File: src/shared/rcr_pkg.sv
// Package for the reset-cause and clock-retention block: map, fields, reset values, types
package rcr_pkg;

    // Register byte offsets on the AHB-Lite slave
    localparam logic [7:0] OFS_CAUSE = 8'h00;
    localparam logic [7:0] OFS_DROOP_CFG = 8'h04;
    localparam logic [7:0] OFS_IRQ_STAT = 8'h08;
    localparam logic [7:0] OFS_IRQ_MASK = 8'h0c;
    localparam logic [7:0] OFS_CTRL_A = 8'h10;
    localparam logic [7:0] OFS_CTRL_B = 8'h14;
    localparam logic [7:0] OFS_CORR = 8'h18;
    localparam logic [7:0] OFS_CAL_BASE = 8'h20;
    localparam logic [7:0] OFS_CAL_LAST = 8'h44;

    // Reset-cause register fields
    localparam int CAUSE_W = 5;
    localparam int CAUSE_DROOP = 0;
    localparam int CAUSE_EXT = 1;
    localparam int CAUSE_WDT = 2;
    localparam int CAUSE_ILL = 3;
    localparam int CAUSE_OTH = 4;

    // Droop configuration: threshold in bits 7:0, reset-mode enable in bit 8
    localparam int CFG_MODE_BIT = 8;
    localparam logic CFG_MODE_RST = 1'b1;
    localparam logic [7:0] THR_RST = 8'h80;

    // Interrupt status and mask fields
    localparam int IRQ_W = 2;
    localparam int IRQ_FALL = 0;
    localparam int IRQ_RISE = 1;

    // Clock control A: run enable for the calendar counters
    localparam int CTRL_A_RUN = 7;
    localparam logic [7:0] CTRL_RST = 8'h00;

    // Calendar group slots, in address order
    localparam int CAL_N = 10;
    localparam int CAL_SEC = 0;
    localparam int CAL_MIN = 1;
    localparam int CAL_HOUR = 2;
    localparam logic [7:0] SEC_MAX = 8'h3b;
    localparam logic [7:0] MIN_MAX = 8'h3b;
    localparam logic [7:0] HOUR_MAX = 8'h17;

    typedef enum logic [0:0] {
        RCR_ST_ADDR = 1'b0,
        RCR_ST_DATA = 1'b1
    } rcr_bus_e;

    typedef logic [CAL_N-1:0][7:0] rcr_cal_t;

    // All power-on-reset state of the top module
    typedef struct packed {
        rcr_bus_e bus;
        logic [7:0] addr;
        logic hit;
        logic wr;
        logic ready;
        logic [31:0] rdata;
        logic [CAUSE_W-1:0] cause;
        logic mode;
        logic [7:0] thr;
        logic [IRQ_W-1:0] irq_stat;
        logic [IRQ_W-1:0] irq_mask;
        logic irq;
        logic sys_rst;
        logic [7:0] ctl_a;
        logic [7:0] ctl_b;
        logic [7:0] corr;
    } rcr_regs_s;

    localparam rcr_regs_s REGS_RST = '{
        bus: RCR_ST_ADDR, addr: 8'h00, hit: 1'b0, wr: 1'b0, ready: 1'b1,
        rdata: 32'h0000_0000, cause: 5'h00, mode: CFG_MODE_RST, thr: THR_RST,
        irq_stat: 2'h0, irq_mask: 2'h0, irq: 1'b0, sys_rst: 1'b1,
        ctl_a: CTRL_RST, ctl_b: CTRL_RST, corr: CTRL_RST
    };

endpackage : rcr_pkg

File: src/rcr_droop_det.sv
// Supply droop comparator with registered level and edge pulses
`timescale 1ns/10ps
module rcr_droop_det #(
    parameter int LVL_W = 8
) (
    input wire logic ref_clk_i,
    input wire logic por_n_i,
    input wire logic [LVL_W-1:0] supply_i,
    input wire logic [LVL_W-1:0] threshold_i,
    output logic below_o,
    output logic fall_o,
    output logic rise_o
);

    typedef struct packed {
        logic below;
        logic fall;
        logic rise;
    } rcr_det_s;

    rcr_det_s det_ff;
    rcr_det_s nxt_det;

    // Below is strict: at the threshold the supply counts as good
    always_comb begin
        nxt_det.below = supply_i < threshold_i;
        nxt_det.fall = nxt_det.below && !det_ff.below;
        nxt_det.rise = !nxt_det.below && det_ff.below;
    end

    always_ff @(posedge ref_clk_i or negedge por_n_i) begin
        if (!por_n_i) begin
            det_ff <= '0;
        end else begin
            det_ff <= nxt_det;
        end
    end

    assign below_o = det_ff.below;
    assign fall_o = det_ff.fall;
    assign rise_o = det_ff.rise;

endmodule : rcr_droop_det

File: src/rcr_top.sv
// Reset-cause recorder, droop reset generator and retained clock register file
`timescale 1ns/10ps
module rcr_top #(
    parameter int LVL_W = 8
) (
    input wire logic ref_clk_i,
    input wire logic rstn_i,
    input wire logic hsel_i,
    input wire logic [31:0] haddr_i,
    input wire logic [1:0] htrans_i,
    input wire logic hwrite_i,
    input wire logic [2:0] hsize_i,
    input wire logic [31:0] hwdata_i,
    input wire logic hready_i,
    output logic hreadyout_o,
    output logic hresp_o,
    output logic [31:0] hrdata_o,
    input wire logic [LVL_W-1:0] supply_level_i,
    input wire logic ext_rst_req_i,
    input wire logic wdt_rst_req_i,
    input wire logic ill_rst_req_i,
    input wire logic oth_rst_req_i,
    input wire logic rtc_tick_i,
    output logic sys_rst_o,
    output logic irq_o,
    output logic [7:0] sec_o,
    output logic [7:0] min_o,
    output logic [7:0] hour_o
);

    // Power-on reset synchroniser; only the second stage is used
    logic [1:0] por_sync_ff;
    logic por_n;

    always_ff @(posedge ref_clk_i or negedge rstn_i) begin
        if (!rstn_i) begin
            por_sync_ff <= 2'b00;
        end else begin
            por_sync_ff <= {por_sync_ff[0], 1'b1};
        end
    end

    assign por_n = por_sync_ff[1];

    localparam int CAUSE_W_L = rcr_pkg::CAUSE_W;

    // Register state and its next value; the detector below reads the threshold
    rcr_pkg::rcr_regs_s r_ff;
    rcr_pkg::rcr_regs_s nxt_r;
    rcr_pkg::rcr_cal_t cal_ff;
    rcr_pkg::rcr_cal_t nxt_cal;

    logic below;
    logic fall;
    logic rise;

    rcr_droop_det #(
        .LVL_W(LVL_W)
    ) u_det (
        .ref_clk_i(ref_clk_i),
        .por_n_i(por_n),
        .supply_i(supply_level_i),
        .threshold_i(r_ff.thr),
        .below_o(below),
        .fall_o(fall),
        .rise_o(rise)
    );

    // Calendar slot decode, shared by the read and write paths
    function automatic logic is_cal(input logic [7:0] a);
        return a >= rcr_pkg::OFS_CAL_BASE && a <= rcr_pkg::OFS_CAL_LAST;
    endfunction : is_cal

    function automatic logic [3:0] cal_idx(input logic [7:0] a);
        logic [5:0] d;
        d = a[7:2] - rcr_pkg::OFS_CAL_BASE[7:2];
        return d[3:0];
    endfunction : cal_idx

    // Next state: bus slave, calendar counting, cause capture, interrupts
    always_comb begin
        logic [CAUSE_W_L-1:0] ev;
        ev = '0;
        nxt_r = r_ff;
        nxt_cal = cal_ff;
        // Counting ignores sys_rst on purpose: the clock runs through any reset but power-on
        if (rtc_tick_i && r_ff.ctl_a[rcr_pkg::CTRL_A_RUN]) begin
            if (cal_ff[rcr_pkg::CAL_SEC] >= rcr_pkg::SEC_MAX) begin
                nxt_cal[rcr_pkg::CAL_SEC] = 8'h00;
                if (cal_ff[rcr_pkg::CAL_MIN] >= rcr_pkg::MIN_MAX) begin
                    nxt_cal[rcr_pkg::CAL_MIN] = 8'h00;
                    if (cal_ff[rcr_pkg::CAL_HOUR] >= rcr_pkg::HOUR_MAX) begin
                        nxt_cal[rcr_pkg::CAL_HOUR] = 8'h00;
                    end else begin
                        nxt_cal[rcr_pkg::CAL_HOUR] = cal_ff[rcr_pkg::CAL_HOUR] + 8'h01;
                    end
                end else begin
                    nxt_cal[rcr_pkg::CAL_MIN] = cal_ff[rcr_pkg::CAL_MIN] + 8'h01;
                end
            end else begin
                nxt_cal[rcr_pkg::CAL_SEC] = cal_ff[rcr_pkg::CAL_SEC] + 8'h01;
            end
        end
        // One wait state per transfer so that hrdata comes from a flip-flop
        case (r_ff.bus)
            rcr_pkg::RCR_ST_ADDR: begin
                if (hsel_i && htrans_i[1] && hready_i) begin
                    nxt_r.bus = rcr_pkg::RCR_ST_DATA;
                    nxt_r.addr = haddr_i[7:0];
                    nxt_r.hit = haddr_i[31:8] == 24'h000000;
                    nxt_r.wr = hwrite_i;
                    nxt_r.ready = 1'b0;
                end
            end
            rcr_pkg::RCR_ST_DATA: begin
                nxt_r.bus = rcr_pkg::RCR_ST_ADDR;
                nxt_r.ready = 1'b1;
                nxt_r.rdata = 32'h0000_0000;
                if (r_ff.hit && r_ff.wr) begin
                    if (is_cal(r_ff.addr)) begin
                        nxt_cal[cal_idx(r_ff.addr)] = hwdata_i[7:0];
                    end
                    case (r_ff.addr)
                        rcr_pkg::OFS_DROOP_CFG: begin
                            nxt_r.thr = hwdata_i[7:0];
                            nxt_r.mode = hwdata_i[rcr_pkg::CFG_MODE_BIT];
                        end
                        rcr_pkg::OFS_IRQ_STAT: nxt_r.irq_stat = r_ff.irq_stat & ~hwdata_i[1:0];
                        rcr_pkg::OFS_IRQ_MASK: nxt_r.irq_mask = hwdata_i[1:0];
                        rcr_pkg::OFS_CTRL_A: nxt_r.ctl_a = hwdata_i[7:0];
                        rcr_pkg::OFS_CTRL_B: nxt_r.ctl_b = hwdata_i[7:0];
                        rcr_pkg::OFS_CORR: nxt_r.corr = hwdata_i[7:0];
                        default: ;
                    endcase
                end else if (r_ff.hit) begin
                    if (is_cal(r_ff.addr)) begin
                        nxt_r.rdata = {24'h000000, cal_ff[cal_idx(r_ff.addr)]};
                    end
                    case (r_ff.addr)
                        rcr_pkg::OFS_CAUSE: begin
                            nxt_r.rdata = {27'h0000000, r_ff.cause};
                            nxt_r.cause[rcr_pkg::CAUSE_DROOP] = 1'b0;
                        end
                        rcr_pkg::OFS_DROOP_CFG: nxt_r.rdata = {23'h000000, r_ff.mode, r_ff.thr};
                        rcr_pkg::OFS_IRQ_STAT: nxt_r.rdata = {30'h00000000, r_ff.irq_stat};
                        rcr_pkg::OFS_IRQ_MASK: nxt_r.rdata = {30'h00000000, r_ff.irq_mask};
                        rcr_pkg::OFS_CTRL_A: nxt_r.rdata = {24'h000000, r_ff.ctl_a};
                        rcr_pkg::OFS_CTRL_B: nxt_r.rdata = {24'h000000, r_ff.ctl_b};
                        rcr_pkg::OFS_CORR: nxt_r.rdata = {24'h000000, r_ff.corr};
                        default: ;
                    endcase
                end
            end
            default: begin
                nxt_r.bus = rcr_pkg::RCR_ST_ADDR;
                nxt_r.ready = 1'b1;
            end
        endcase
        // Cause events are applied after the read clear, so a new event wins
        ev[rcr_pkg::CAUSE_DROOP] = below && r_ff.mode;
        ev[rcr_pkg::CAUSE_EXT] = ext_rst_req_i;
        ev[rcr_pkg::CAUSE_WDT] = wdt_rst_req_i;
        ev[rcr_pkg::CAUSE_ILL] = ill_rst_req_i;
        ev[rcr_pkg::CAUSE_OTH] = oth_rst_req_i;
        nxt_r.cause = nxt_r.cause | ev;
        // Droop resets only in reset mode; otherwise it only raises status
        nxt_r.sys_rst = (below && r_ff.mode) || (|ev[CAUSE_W_L-1:1]);
        nxt_r.irq_stat = nxt_r.irq_stat | {rise, fall};
        nxt_r.irq = |(nxt_r.irq_stat & nxt_r.irq_mask);
    end

    // Power-on state; the calendar below deliberately has no reset
    always_ff @(posedge ref_clk_i or negedge por_n) begin
        if (!por_n) begin
            r_ff <= rcr_pkg::REGS_RST;
        end else begin
            r_ff <= nxt_r;
        end
    end

    // Calendar survives every reset including power-on
    always_ff @(posedge ref_clk_i) begin
        cal_ff <= nxt_cal;
    end

    assign hreadyout_o = r_ff.ready;
    assign hresp_o = 1'b0;
    assign hrdata_o = r_ff.rdata;
    assign sys_rst_o = r_ff.sys_rst;
    assign irq_o = r_ff.irq;
    assign sec_o = cal_ff[rcr_pkg::CAL_SEC];
    assign min_o = cal_ff[rcr_pkg::CAL_MIN];
    assign hour_o = cal_ff[rcr_pkg::CAL_HOUR];

    // Reset requests in cause-bit order, and a flag for none pending
    logic [3:0] req_vec;
    logic quiet;
    assign req_vec = {oth_rst_req_i, ill_rst_req_i, wdt_rst_req_i, ext_rst_req_i};
    assign quiet = !ext_rst_req_i && !wdt_rst_req_i && !ill_rst_req_i && !oth_rst_req_i;
endmodule : rcr_top
File: config.mk
export PLATFORM = sky130hd
export DESIGN_NAME = rcr_top
export DESIGN_NICKNAME = d
export VERILOG_FILES = /design/src/shared/rcr_pkg.sv /design/src/rcr_droop_det.sv /design/src/rcr_top.sv
export SDC_FILE = /design/constraint.sdc
export NUM_CORES = 1
export LEC_CHECK = 0
export ABC_CLOCK_PERIOD_IN_PS = 5400
export BUFFER_PORTS_ARGS = -buffer_cell sky130_fd_sc_hd__buf_2
export CORE_AREA = 2 2 115 117
export DETAILED_ROUTE_END_ITERATION = 10
export DIE_AREA = 0 0 117 119
export GPL_TIMING_DRIVEN = 1
export MAX_ROUTING_LAYER = met4
export PLACE_DENSITY = 0.83
export SETUP_SLACK_MARGIN = 0.3
export SLEW_MARGIN = 15
export SYNTH_ARGS = -nofsm -noshare
export SYNTH_HDL_FRONTEND = slang
export SYNTH_SLANG_ARGS = --single-unit
File: constraint.sdc
create_clock -name ref_clk_i -period 5.4 [get_ports ref_clk_i]
set_clock_uncertainty 0.1 [all_clocks]
set_input_delay 0.54 -clock ref_clk_i [delete_from_list [all_inputs] [get_ports ref_clk_i]]
set_output_delay 0.54 -clock ref_clk_i [all_outputs]
set_load 0.02 [all_outputs]
==> out/metrics.yaml, run 1 <==
cp_max_fo: 28
place.gp.congestion: 0.8989
coreArea_sq_um: 12870
maxCapViolCount: 0
fin_tns_setup_ps: 0
grt_util_all_layers_pct: 28.39
met3_length_um: 1339
hp-start: "haddr_i[6]"
crit_required_ps: 5570
r2r-end: "hrdata_o[0]"
clk_pin_slew_ps: 60
hpwl_um: 12370
path_cells: "buf_4 -> mux4_2 -> mux2_2 -> a22o_1 -> a21oi_1 -> o32ai_1"
antenna_found_initial: 0
die_y_um: 119
rsz0062_at_grt: "false"
critPathLaunchType: "flop"
synth-compound-area-share_pct: 9.663
topRoutingLayerUsed: "met4"
r2r_start: "r_ff[81]"
grt_pass1_wl_um: 28700
async_reset_ff_share_pct: 46.67
h-tree-depth: 4
ys_seq_area_share_pct: 53.00
rrSetupSlack_ps: 2250
utilization_pct: 64.17
crit_slowest_cell: "dfrtp_1"
grt_pass1_vias: 5321
wl_met1_um: 6936
vias: 5396
io_buffer_count: 95
whs_ps: 201.0
critical_path_class: "flop to flop"
p_per_area_nw_per_um2: 354.4
start_util_pct: 57.42
post-route-period-util_pct: 58.42
synth_cell_types: 63
yosys_register_bits: 150
hold_depth: 3
pin_count: 147
clk-insertion-delay-late_ps: 430
maxSlewHeadroom_pct: 22.24
synth_fa_ha_area_share_pct: 1.692
critPathCaptureType: "flop"
fin_nets: 802
reg2reg_depth: 6
cts_buffers: 17
cpPeakStageDelay_ps: 1110
drt_iter0_markers: 575
clock_path_buffers: 2
row_count: 42
place_inst: 861
clock_sinks: 150
drt-pass1-iter-count: 5
grt_max_degree: 69
dieArea_sq_um: 13920
syn_area_sq_um: 7393
worstHoldPathType: "primary input to flop"
wl_met2_um: 9038
avgSynthCellArea_sq_um: 11.46
avgViaCountPerCell: 6.036
netlist_instances: 645
synth_top_family_by_area: "multiplexers"
crit_arrival_ps: 3330
drt-total-wl_um: 18000
hold_viol: 0
finalSetupViolations: 0
worst_pin_slew_ps: 1166
drtAntennaViolNets: 0
fin_crit_ps: 3155
drv_slew: 0
gr-total-overflow: 0
cts_resized: 0
tritoncts: "done"
irDropWorstVdd_uv: 165.3
yosys.area_share.simple_pct: 13.15
yosysWarnings: 0
syn_to_final_growth_pct: 11.74
ys.flop_type: "dfrtp_1"
muxShareOfSynthArea_pct: 13.49
synth_xor_xnor_area_share_pct: 0.7108
routedWlPerCell_um: 20.13
instances_no_fill: 894
outcome: "finished, final reports clean"
drive_above_1_share_pct: 28.13
leakagePower_nw: 3.491
root_buffer: "clkbuf_16"
synth_edf_count: 56
whs_endpoint: "r_ff[85]"
drcViolationCount: 0
power.total_mw: 2.928
fmax_mhz: 317.0
n_antenna_cell: 0
fp.dieW_um: 117
==> worst max-delay path, delay by kind of cell (launching register included) <==
family / cells / cell delay [ps]
flops: 1 / 1110
compound gates: 3 / 480
mux: 2 / 840
buf+inv: 1 / 440
==> Yosys cell counts, drive strengths merged (4+ instances only) <==
cell type   n  share of area, %
a22o        6              0.71
mux2       39               6.3
buf        71               6.9
nand2b      8              0.68
nor2b       6              0.51
a22oi       6              0.61
inv        16              0.81
mux4       15               4.6
dfstp       4               1.4
a21o        6              0.61
a21oi      13              0.88
dfxtp      24               6.5
o21ai      39               2.6
nand2      77               3.9
and3        5              0.42
edfxtp     56                23
nor4       10              0.85
mux2i      19               2.6
nor3       10              0.68
nand4       7              0.68
nor2       39               2.2
dfrtp      66                22
a211oi      4              0.41
or2        11              0.93
xor2        4              0.47
ha         10               1.7
o31ai       6              0.61
nand3      13              0.95
clkbuf     10              0.51
a31oi       4              0.34
o22ai       6              0.51
==> routing by layer <==
| layer | track usage, % | vias up |
|---|---|---|
| li1 | - | 2400 |
| met1 | 37.79 | 2631 |
| met2 | 43.28 | 310 |
| met3 | 4.377 | 55 |
| met4 | 12.87 | 0 |
| met5 | - | - |
==> what timing repair did <==
action	in CTS	in global routing
endpoints found under the hold margin	2	0
hold buffers	1	0
endpoints found under the setup margin	0	0
buffers inserted	0	0
==> sequential cells by signal, summed over array words and instances (netlist names) <==
signal,cells
hreadyout_o,1
sec_o,8
u_det.rise_o,1
hrdata_o,9
u_det.fall_o,1
por_sync_ff,2
irq_o,1
cal_ff,56
min_o,8
u_det.below_o,1
sys_rst_o,1
r_ff,53
hour_o,8
==> metrics by stage <==
stage | cell area [sq um] | setup slack, ps
floorplan | 7480 | 3213
global placement | 7654 | 2332
detailed placement | 7654 | 2282
CTS | 8262 | 2276
global route | 8262 | 2126
finish | 8262 | 2245
==> report_power, final <==
group	internal [mW]	switching (mW)	total, mW	leakage [nW]
Sequential	1.22	0.0907	1.31	1.54
Combinational	0.173	0.238	0.411	1.66
Clock	0.736	0.467	1.20	0.291
Total	2.13	0.796	2.93	3.49
==> final cells by class <==
cell class / instances / area [sq um]
Clock buffer: 19 / 442.9
Clock inverter: 13 / 155.1
Fill cell: 938 / 4613
Inverter: 16 / 60.06
Multi-Input combinational cell: 421 / 2955
Sequential cell: 150 / 3920
Tap cell: 176 / 220.2
Timing Repair Buffer: 99 / 508.0
==> cells in the final DEF, fill, tap and decap left out, types with 4 or more instances in the layout <==
master,n
nor2b_1,6
nand4_1,6
xor2_1,4
a31oi_1,4
nand3_1,12
clkinv_2,4
a21oi_1,13
dfrtp_1,65
nand2_1,77
ha_1,10
a21o_1,6
mux2_4,8
dfxtp_1,24
a211oi_1,4
o21ai_0,37
inv_1,16
nor4_1,10
and3_1,5
mux2i_1,19
buf_2,95
a22o_1,6
o22ai_1,6
mux2_2,31
conb_1,25
dfstp_2,4
nor3_1,10
clkbuf_16,17
nor2_1,37
a22oi_1,6
nand2b_1,8
o31ai_1,6
edfxtp_1,56
or2_2,10
mux4_2,15
==> cell families after synthesis <==
| group | count (synthesis) |
|---|---|
| AND/OR/NAND/NOR | 198 |
| flip-flops | 150 |
| AO/OA/AOI/OAI | 109 |
| buffers and inverters | 97 |
| multiplexers | 73 |
| adder cells (fa/ha/maj) | 10 |
| XOR/XNOR | 6 |
| other | 2 |
==> worst max path at each step <==
stage	cells after the start	to	slack, ps	startpoint
after global routing	6	hrdata_o[0]	2130	r_ff[81]
after detailed placement	6	hrdata_o[0]	2280	r_ff[81]
final	6	hrdata_o[0]	2250	r_ff[81]
after floorplan	0	hrdata_o[0]	3210	por_sync_ff[1]
after CTS	6	hrdata_o[0]	2280	r_ff[81]
after global placement	6	hrdata_o[0]	2330	r_ff[81]
Power figures use the tool's default switching activity.
==> run 2: changes to the inputs <==
Settings changed: ABC_CLOCK_PERIOD_IN_PS 5400 to 2850, CORE_AREA 2 2 115 117 to 2 2 125 127, DIE_AREA 0 0 117 119 to 0 0 127 129, PLACE_DENSITY 0.83 to 0.74.
Clock period 5.4 ns to 2.85 ns, I/O delays scaled along.
==> run 2 against run 1 <==
Effect of this change: via count up 0.54%; register-to-register slack worse by 1800 ps; non-clock buffer count grew 26; flip-flop and latch count unchanged; sequential power grew 87%; final area grew 4.3%; total power is 99% higher; clock power is 110% higher; utilization is 6.6 points lower; largest cell class unchanged; largest power group is now the clock network.
==> out/metrics.yaml, run 2 (same netlist as run 1, synthesis figures left out) <==
outcome: "finished, final reports clean"
setup_ws_ps: 418.6  # -1827 ps
rrSetupSlack_ps: 420  # -1830 ps
path_buf_inv: 1  # unchanged
coreArea_sq_um: 14980  # +16%
hold_depth: 3  # unchanged
r2r-end: "cal_ff[24]"
drcViolationCount: 0  # unchanged
path_delay_family: "simple AND/OR/NAND/NOR gates"
root_buffer: "clkbuf_16"
drtAntennaViolNets: 0  # unchanged
leakagePower_nw: 3.666  # +5.0%
drt_iter0_markers: 592  # +3.0%
start_util_pct: 49.37  # -8.1 points
largest_reg_flops: 56  # unchanged
hp-start: "haddr_i[2]"
clock_sinks: 150  # unchanged
path_cells: "buf_4 -> nor3b_1 -> nand2_1 -> nor2_1"
whs_endpoint: "r_ff[81]"
rsz0062_at_grt: "false"
hold_viol: 0  # unchanged
final_cell_mix: "buf_2 (95), nand2_1 (77), dfrtp_1 (64)"
power.total_mw: 5.827  # +99%
fmax_mhz: 411.3  # +30%
r2r_start: "r_ff[84]"
grt_util_all_layers_pct: 24.19  # -4.2 points
drt-pass1-iter-count: 5  # unchanged
crit_arrival_ps: 2370  # -960 ps
cpPeakStageDelay_ps: 670  # -440 ps
drt-total-wl_um: 18850  # +4.7%
fin_tns_setup_ps: 0  # unchanged
drv_slew: 0  # unchanged
clk-insertion-delay-late_ps: 420  # about the same
drive_above_1_share_pct: 29.70  # +1.6 points
critical_path_class: "flop to flop"
h-tree-depth: 4  # unchanged
n_antenna_cell: 0  # unchanged
grt_pass1_vias: 5329  # +0.15%
pin_count: 147  # unchanged
clock_path_buffers: 2  # unchanged
fp.dieW_um: 127  # +8.5%
place.gp.congestion: 0.9310  # +3.6%
crit_required_ps: 2790  # -2780 ps
vias: 5425  # +0.54%
p_per_area_nw_per_um2: 676.0  # +91%
top_register: "cal_ff"
worstHoldPathType: "primary input to flop"
tritoncts: "done"
cts_buffers: 17  # unchanged
whs_ps: 15.82  # -185.1 ps
fillerInstances: 1212  # +29%
reg2reg_depth: 4  # -2
antenna_found_initial: 0  # unchanged
fin_nets: 828  # +3.2%
die_y_um: 129  # +8.4%
gr-total-overflow: 0  # unchanged
io_buffer_count: 95  # unchanged
cts_setup_buffers: 0  # unchanged
clk_pin_slew_ps: 60  # about the same
routedWlPerCell_um: 20.22  # +0.44%
maxCapViolCount: 0  # unchanged
avgViaCountPerCell: 5.821  # -3.6%
grt_max_degree: 44  # -36%
dieArea_sq_um: 16380  # +18%
critPathCaptureType: "flop"
dpl_worst_slack_ps: 294.3  # -1988 ps
utilization_pct: 57.55  # -6.6 points
row_count: 45  # +7.1%
fin_crit_ps: 2431  # -723.2 ps
worst_pin_slew_ps: 823.7  # -342.7 ps
maxSlewHeadroom_pct: 44.95  # +23 points
finalSetupViolations: 0  # unchanged
critPathLaunchType: "flop"
crit_slowest_cell: "nor2_1"
irDropWorstVdd_uv: 461.2  # +180%
post-route-period-util_pct: 85.31  # +27 points
grt_pass1_wl_um: 29300  # +2.1%
cp_max_fo: 15  # -46%
mostFrequentLayoutCell: "buf_2"
syn_to_final_growth_pct: 16.58
hpwl_um: 12930  # +4.6%
[run 2: changes by cell type in the layout (fill, tap and decap cells not counted), sizes merged]
cell / previous run / this run
buf: 98 / 111
dlygate4sd3: 1 / 14
clkinv: 7 / 1
clkbuf: 19 / 24
inv: 17 / 19
clkinvlp: 2 / 1
[run 2: how the worst max path moves through the flow]
stage               cells after the start     endpoint  slack, ps            from
finish                                  4   cal_ff[24]        420        r_ff[84]
global route                            4   cal_ff[24]        330        r_ff[84]
CTS                                     4   cal_ff[24]        320        r_ff[83]
detailed placement                      6   cal_ff[67]        290        r_ff[83]
global placement                        6   cal_ff[67]        330        r_ff[83]
floorplan                               0  hrdata_o[0]        660  por_sync_ff[1]
[run 2: timing repair]
item | 4_1_cts | 5_1_grt
endpoints found under the setup margin | 20 | 29
resized for setup | 2 | 2
hold endpoints to repair | 15 | 0
hold buffers | 14 | 0
cloned | 0 | 0
[run 2: layout make-up]
cell class / instances / area, sq um / share of cell area (%)
Clock buffer: 24 / 549.3 / 6.372
Timing Repair Buffer: 125 / 760.7 / 8.826
Clock inverter: 8 / 126.4 / 1.466
Inverter: 16 / 60.06 / 0.6968
Multi-Input combinational cell: 421 / 2967 / 34.42
Tap cell: 188 / 235.2 / 2.729
Sequential cell: 150 / 3921 / 45.49
[run 2: per-stage QoR]
step                      instances  cell area (sq um)
after global routing            932               8620
after global placement          886               7791
after floorplan                 668               7480
after CTS                       932               8615
final                           932               8620
after detailed placement        886               7791
[run 2: worst register-to-register path, delay by kind of cell (launching register included)]
family	cells	cell delay, ps
AND/OR/NAND/NOR	3	1280
flip-flops	1	410
buffers and inverters	1	270
[run 2: report_power, final]
part	leakage, nW	total, mW	switching, mW	internal, mW
combinational	1.79	0.876	0.513	0.363
sequential	1.54	2.45	0.128	2.32
clock	0.333	2.50	0.882	1.62
total	3.67	5.83	1.52	4.30
[run 2: layer usage]
| layer | up-vias | track usage [%] | share of wire (%) |
|---|---|---|---|
| met4 | 0 | 9.567 | 2.4 |
| met1 | 2672 | 31.81 | 41 |
| li1 | 2449 | - | - |
| met2 | 259 | 38.33 | 50 |
| met5 | - | - | 0 |
| met3 | 45 | 3.451 | 7.2 |
==> run 3: changes to the inputs <==
Settings changed: ABC_CLOCK_PERIOD_IN_PS 2850 to 2350, CORE_AREA 2 2 125 127 to 2 2 160 162, DIE_AREA 0 0 127 129 to 0 0 162 164, PLACE_DENSITY 0.74 to 0.47.
Clock period 2.85 ns to 2.35 ns, I/O delays scaled along.
==> run 3 against run 2 <==
Effect of this change: non-clock buffer count is 59 higher; sequential share of layout area is 4.3 points lower; fmax is 17% higher; wire length is 15% higher; combinational power is 55% higher; sequential power is 21% higher; utilization is 19 points lower; flip-flop and latch count stayed put; setup slack worse by 150 ps; final area is 10% higher; clock-buffer cell count is 6 lower.
==> out/metrics.yaml, run 3 (same netlist as run 1, synthesis figures left out) <==
outcome: "finished, final reports clean"
pin_count: 147  # unchanged
largest_reg_flops: 56  # unchanged
row_count: 58  # +29%
whs_endpoint: "r_ff[78]"
worstHoldPathType: "primary input to flop"
grt_pass1_vias: 5644  # +5.9%
wl_met1_um: 9533  # +25%
finish.instance_area_sq_um: 9515  # +10%
io_buffer_count: 95  # unchanged
start_util_pct: 29.79  # -20 points
crit_arrival_ps: 2290  # -80 ps
rsz0062_at_grt: "true"
whs_ps: 27.37  # +11.56 ps
maxSlewHeadroom_pct: 49.30  # +4.4 points
fp.dieW_um: 162  # +28%
drt-pass1-iter-count: 4  # -1
maxCapViolCount: 0  # unchanged
tritoncts: "done"
irDropWorstVdd_uv: 441.3  # -4.3%
place_inst: 1056  # +19%
hold_viol: 0  # unchanged
r2r_start: "r_ff[80]"
critPathLaunchType: "flop"
worst_pin_slew_ps: 760.5  # -63.29 ps
hold_depth: 4  # +1
fmax_mhz: 480.6  # +17%
finalSetupViolations: 0  # unchanged
grt_max_degree: 30  # -32%
critical_path_class: "flop to flop"
n_antenna_cell: 0  # unchanged
fin_tns_setup_ps: 0  # unchanged
vias: 5535  # +2.0%
drv_slew: 0  # unchanged
h-tree-depth: 4  # unchanged
mostFrequentLayoutCell: "buf_2"
crit_start: "r_ff[80]"
drtAntennaViolNets: 0  # unchanged
clk-insertion-delay-late_ps: 430  # about the same
critPathCaptureType: "flop"
syn_to_final_growth_pct: 28.70
die_y_um: 164  # +27%
rrSetupSlack_ps: 270  # -150 ps
p_per_area_nw_per_um2: 768.9  # +14%
antenna_found_initial: 0  # unchanged
dpl_cell_area_sq_um: 8194  # +5.2%
grt_util_all_layers_pct: 16.91  # -7.3 points
wl_met2_um: 10920  # +16%
hp-start: "haddr_i[10]"
drive_above_1_share_pct: 36.11  # +6.4 points
post-route-period-util_pct: 88.54  # +3.2 points
place.gp.congestion: 0.8721  # -6.3%
drt_iter0_markers: 392  # -34%
coreArea_sq_um: 24820  # +66%
top_register: "cal_ff"
fillerInstances: 2442  # +100%
drt-total-wl_um: 21740  # +15%
clock_path_buffers: 2  # unchanged
avgViaCountPerCell: 4.885  # -16%
dpl_worst_slack_ps: 67.19  # -227.1 ps
grt_pass1_wl_um: 32810  # +12%
setup_ws_ps: 269.2  # -149.4 ps
clk_pin_slew_ps: 60  # about the same
instances_no_fill: 1133  # +22%
cts_buffers: 17  # unchanged
cp_max_fo: 8  # -7
root_buffer: "clkbuf_16"
topRoutingLayerUsed: "met4"
crit_required_ps: 2560  # -230 ps
hpwl_um: 15330  # +18%
fin_crit_ps: 2081  # -350.6 ps
r2r-end: "r_ff[22]"
clock_sinks: 150  # unchanged
reg2reg_depth: 5  # +1
gr-total-overflow: 0  # unchanged
met3_length_um: 740  # -46%
final_cell_mix: "buf_2 (95), nand2_1 (77), dfrtp_1 (62)"
leakagePower_nw: 4.001  # +9.2%
drcViolationCount: 0  # unchanged
fin_nets: 887  # +7.1%
routedWlPerCell_um: 19.19  # -5.1%
dieArea_sq_um: 26570  # +62%
run 3: cell count changes in the layout (fill, tap and decap cells not counted), sizes merged:
cell / before / now
bufinv: 3 / 4
buf: 111 / 157
clkinvlp: 1 / 2
inv: 19 / 20
clkbuf: 24 / 19
dlygate4sd3: 14 / 26
clkinv: 1 / 4
run 3: per-layer routing:
| layer | GRT usage (%) | up-vias |
|---|---|---|
| met5 | - | - |
| met4 | 6.396 | 0 |
| met3 | 2.854 | 33 |
| met2 | 27.14 | 158 |
| met1 | 21.57 | 2778 |
| li1 | - | 2566 |
run 3: area by class of cell:
type                    instances  area [sq um]  area share [%]
flip-flops and latches        150          3924           41.24
well taps                     330         412.9           4.339
repair buffers                184          1306           13.73
multi-input cells             421          3168           33.29
clock inverters                14         193.9           2.038
inverters                      16         60.06          0.6312
clock buffers                  18         450.4           4.734
run 3: worst max path at each step:
stage,to,slack [ps],depth (start not counted)
floorplan,cal_ff[72],180,5
detailed placement,r_ff[22],70,5
CTS,cal_ff[50],200,3
global placement,r_ff[17],100,5
finish,r_ff[22],270,5
global route,r_ff[21],230,5
run 3: where the power goes:
group	leakage, nW	internal, mW	switching, mW
clock network	0.309	1.85	1.13
logic	2.15	0.638	0.727
registers	1.54	2.81	0.156
total	4.00	5.30	2.01
run 3: timing repair:
action,CTS,global route
pin swaps,9,14
setup buffers,6,12
hold buffers,26,0
resized for setup,28,30
endpoints found under the setup margin,97,86
cloned,0,1
endpoints found under the hold margin,18,0
run 3: worst max-delay path, cell delays in order, from the launching register on:
cell     delay [ps]
dfrtp_1         420
or4_4           570
nor2_8          140
nand3_4          90
or2_4           320
mux2_4          320
run 3: metrics by stage:
step / total power [mW] / util (%)
floorplan: 3.744 / -
global placement: 4.156 / 33.02
detailed placement: 4.167 / 33.02
CTS: 7.265 / 37.33
global route: 7.603 / 38.34
finish: 7.316 / 38.34
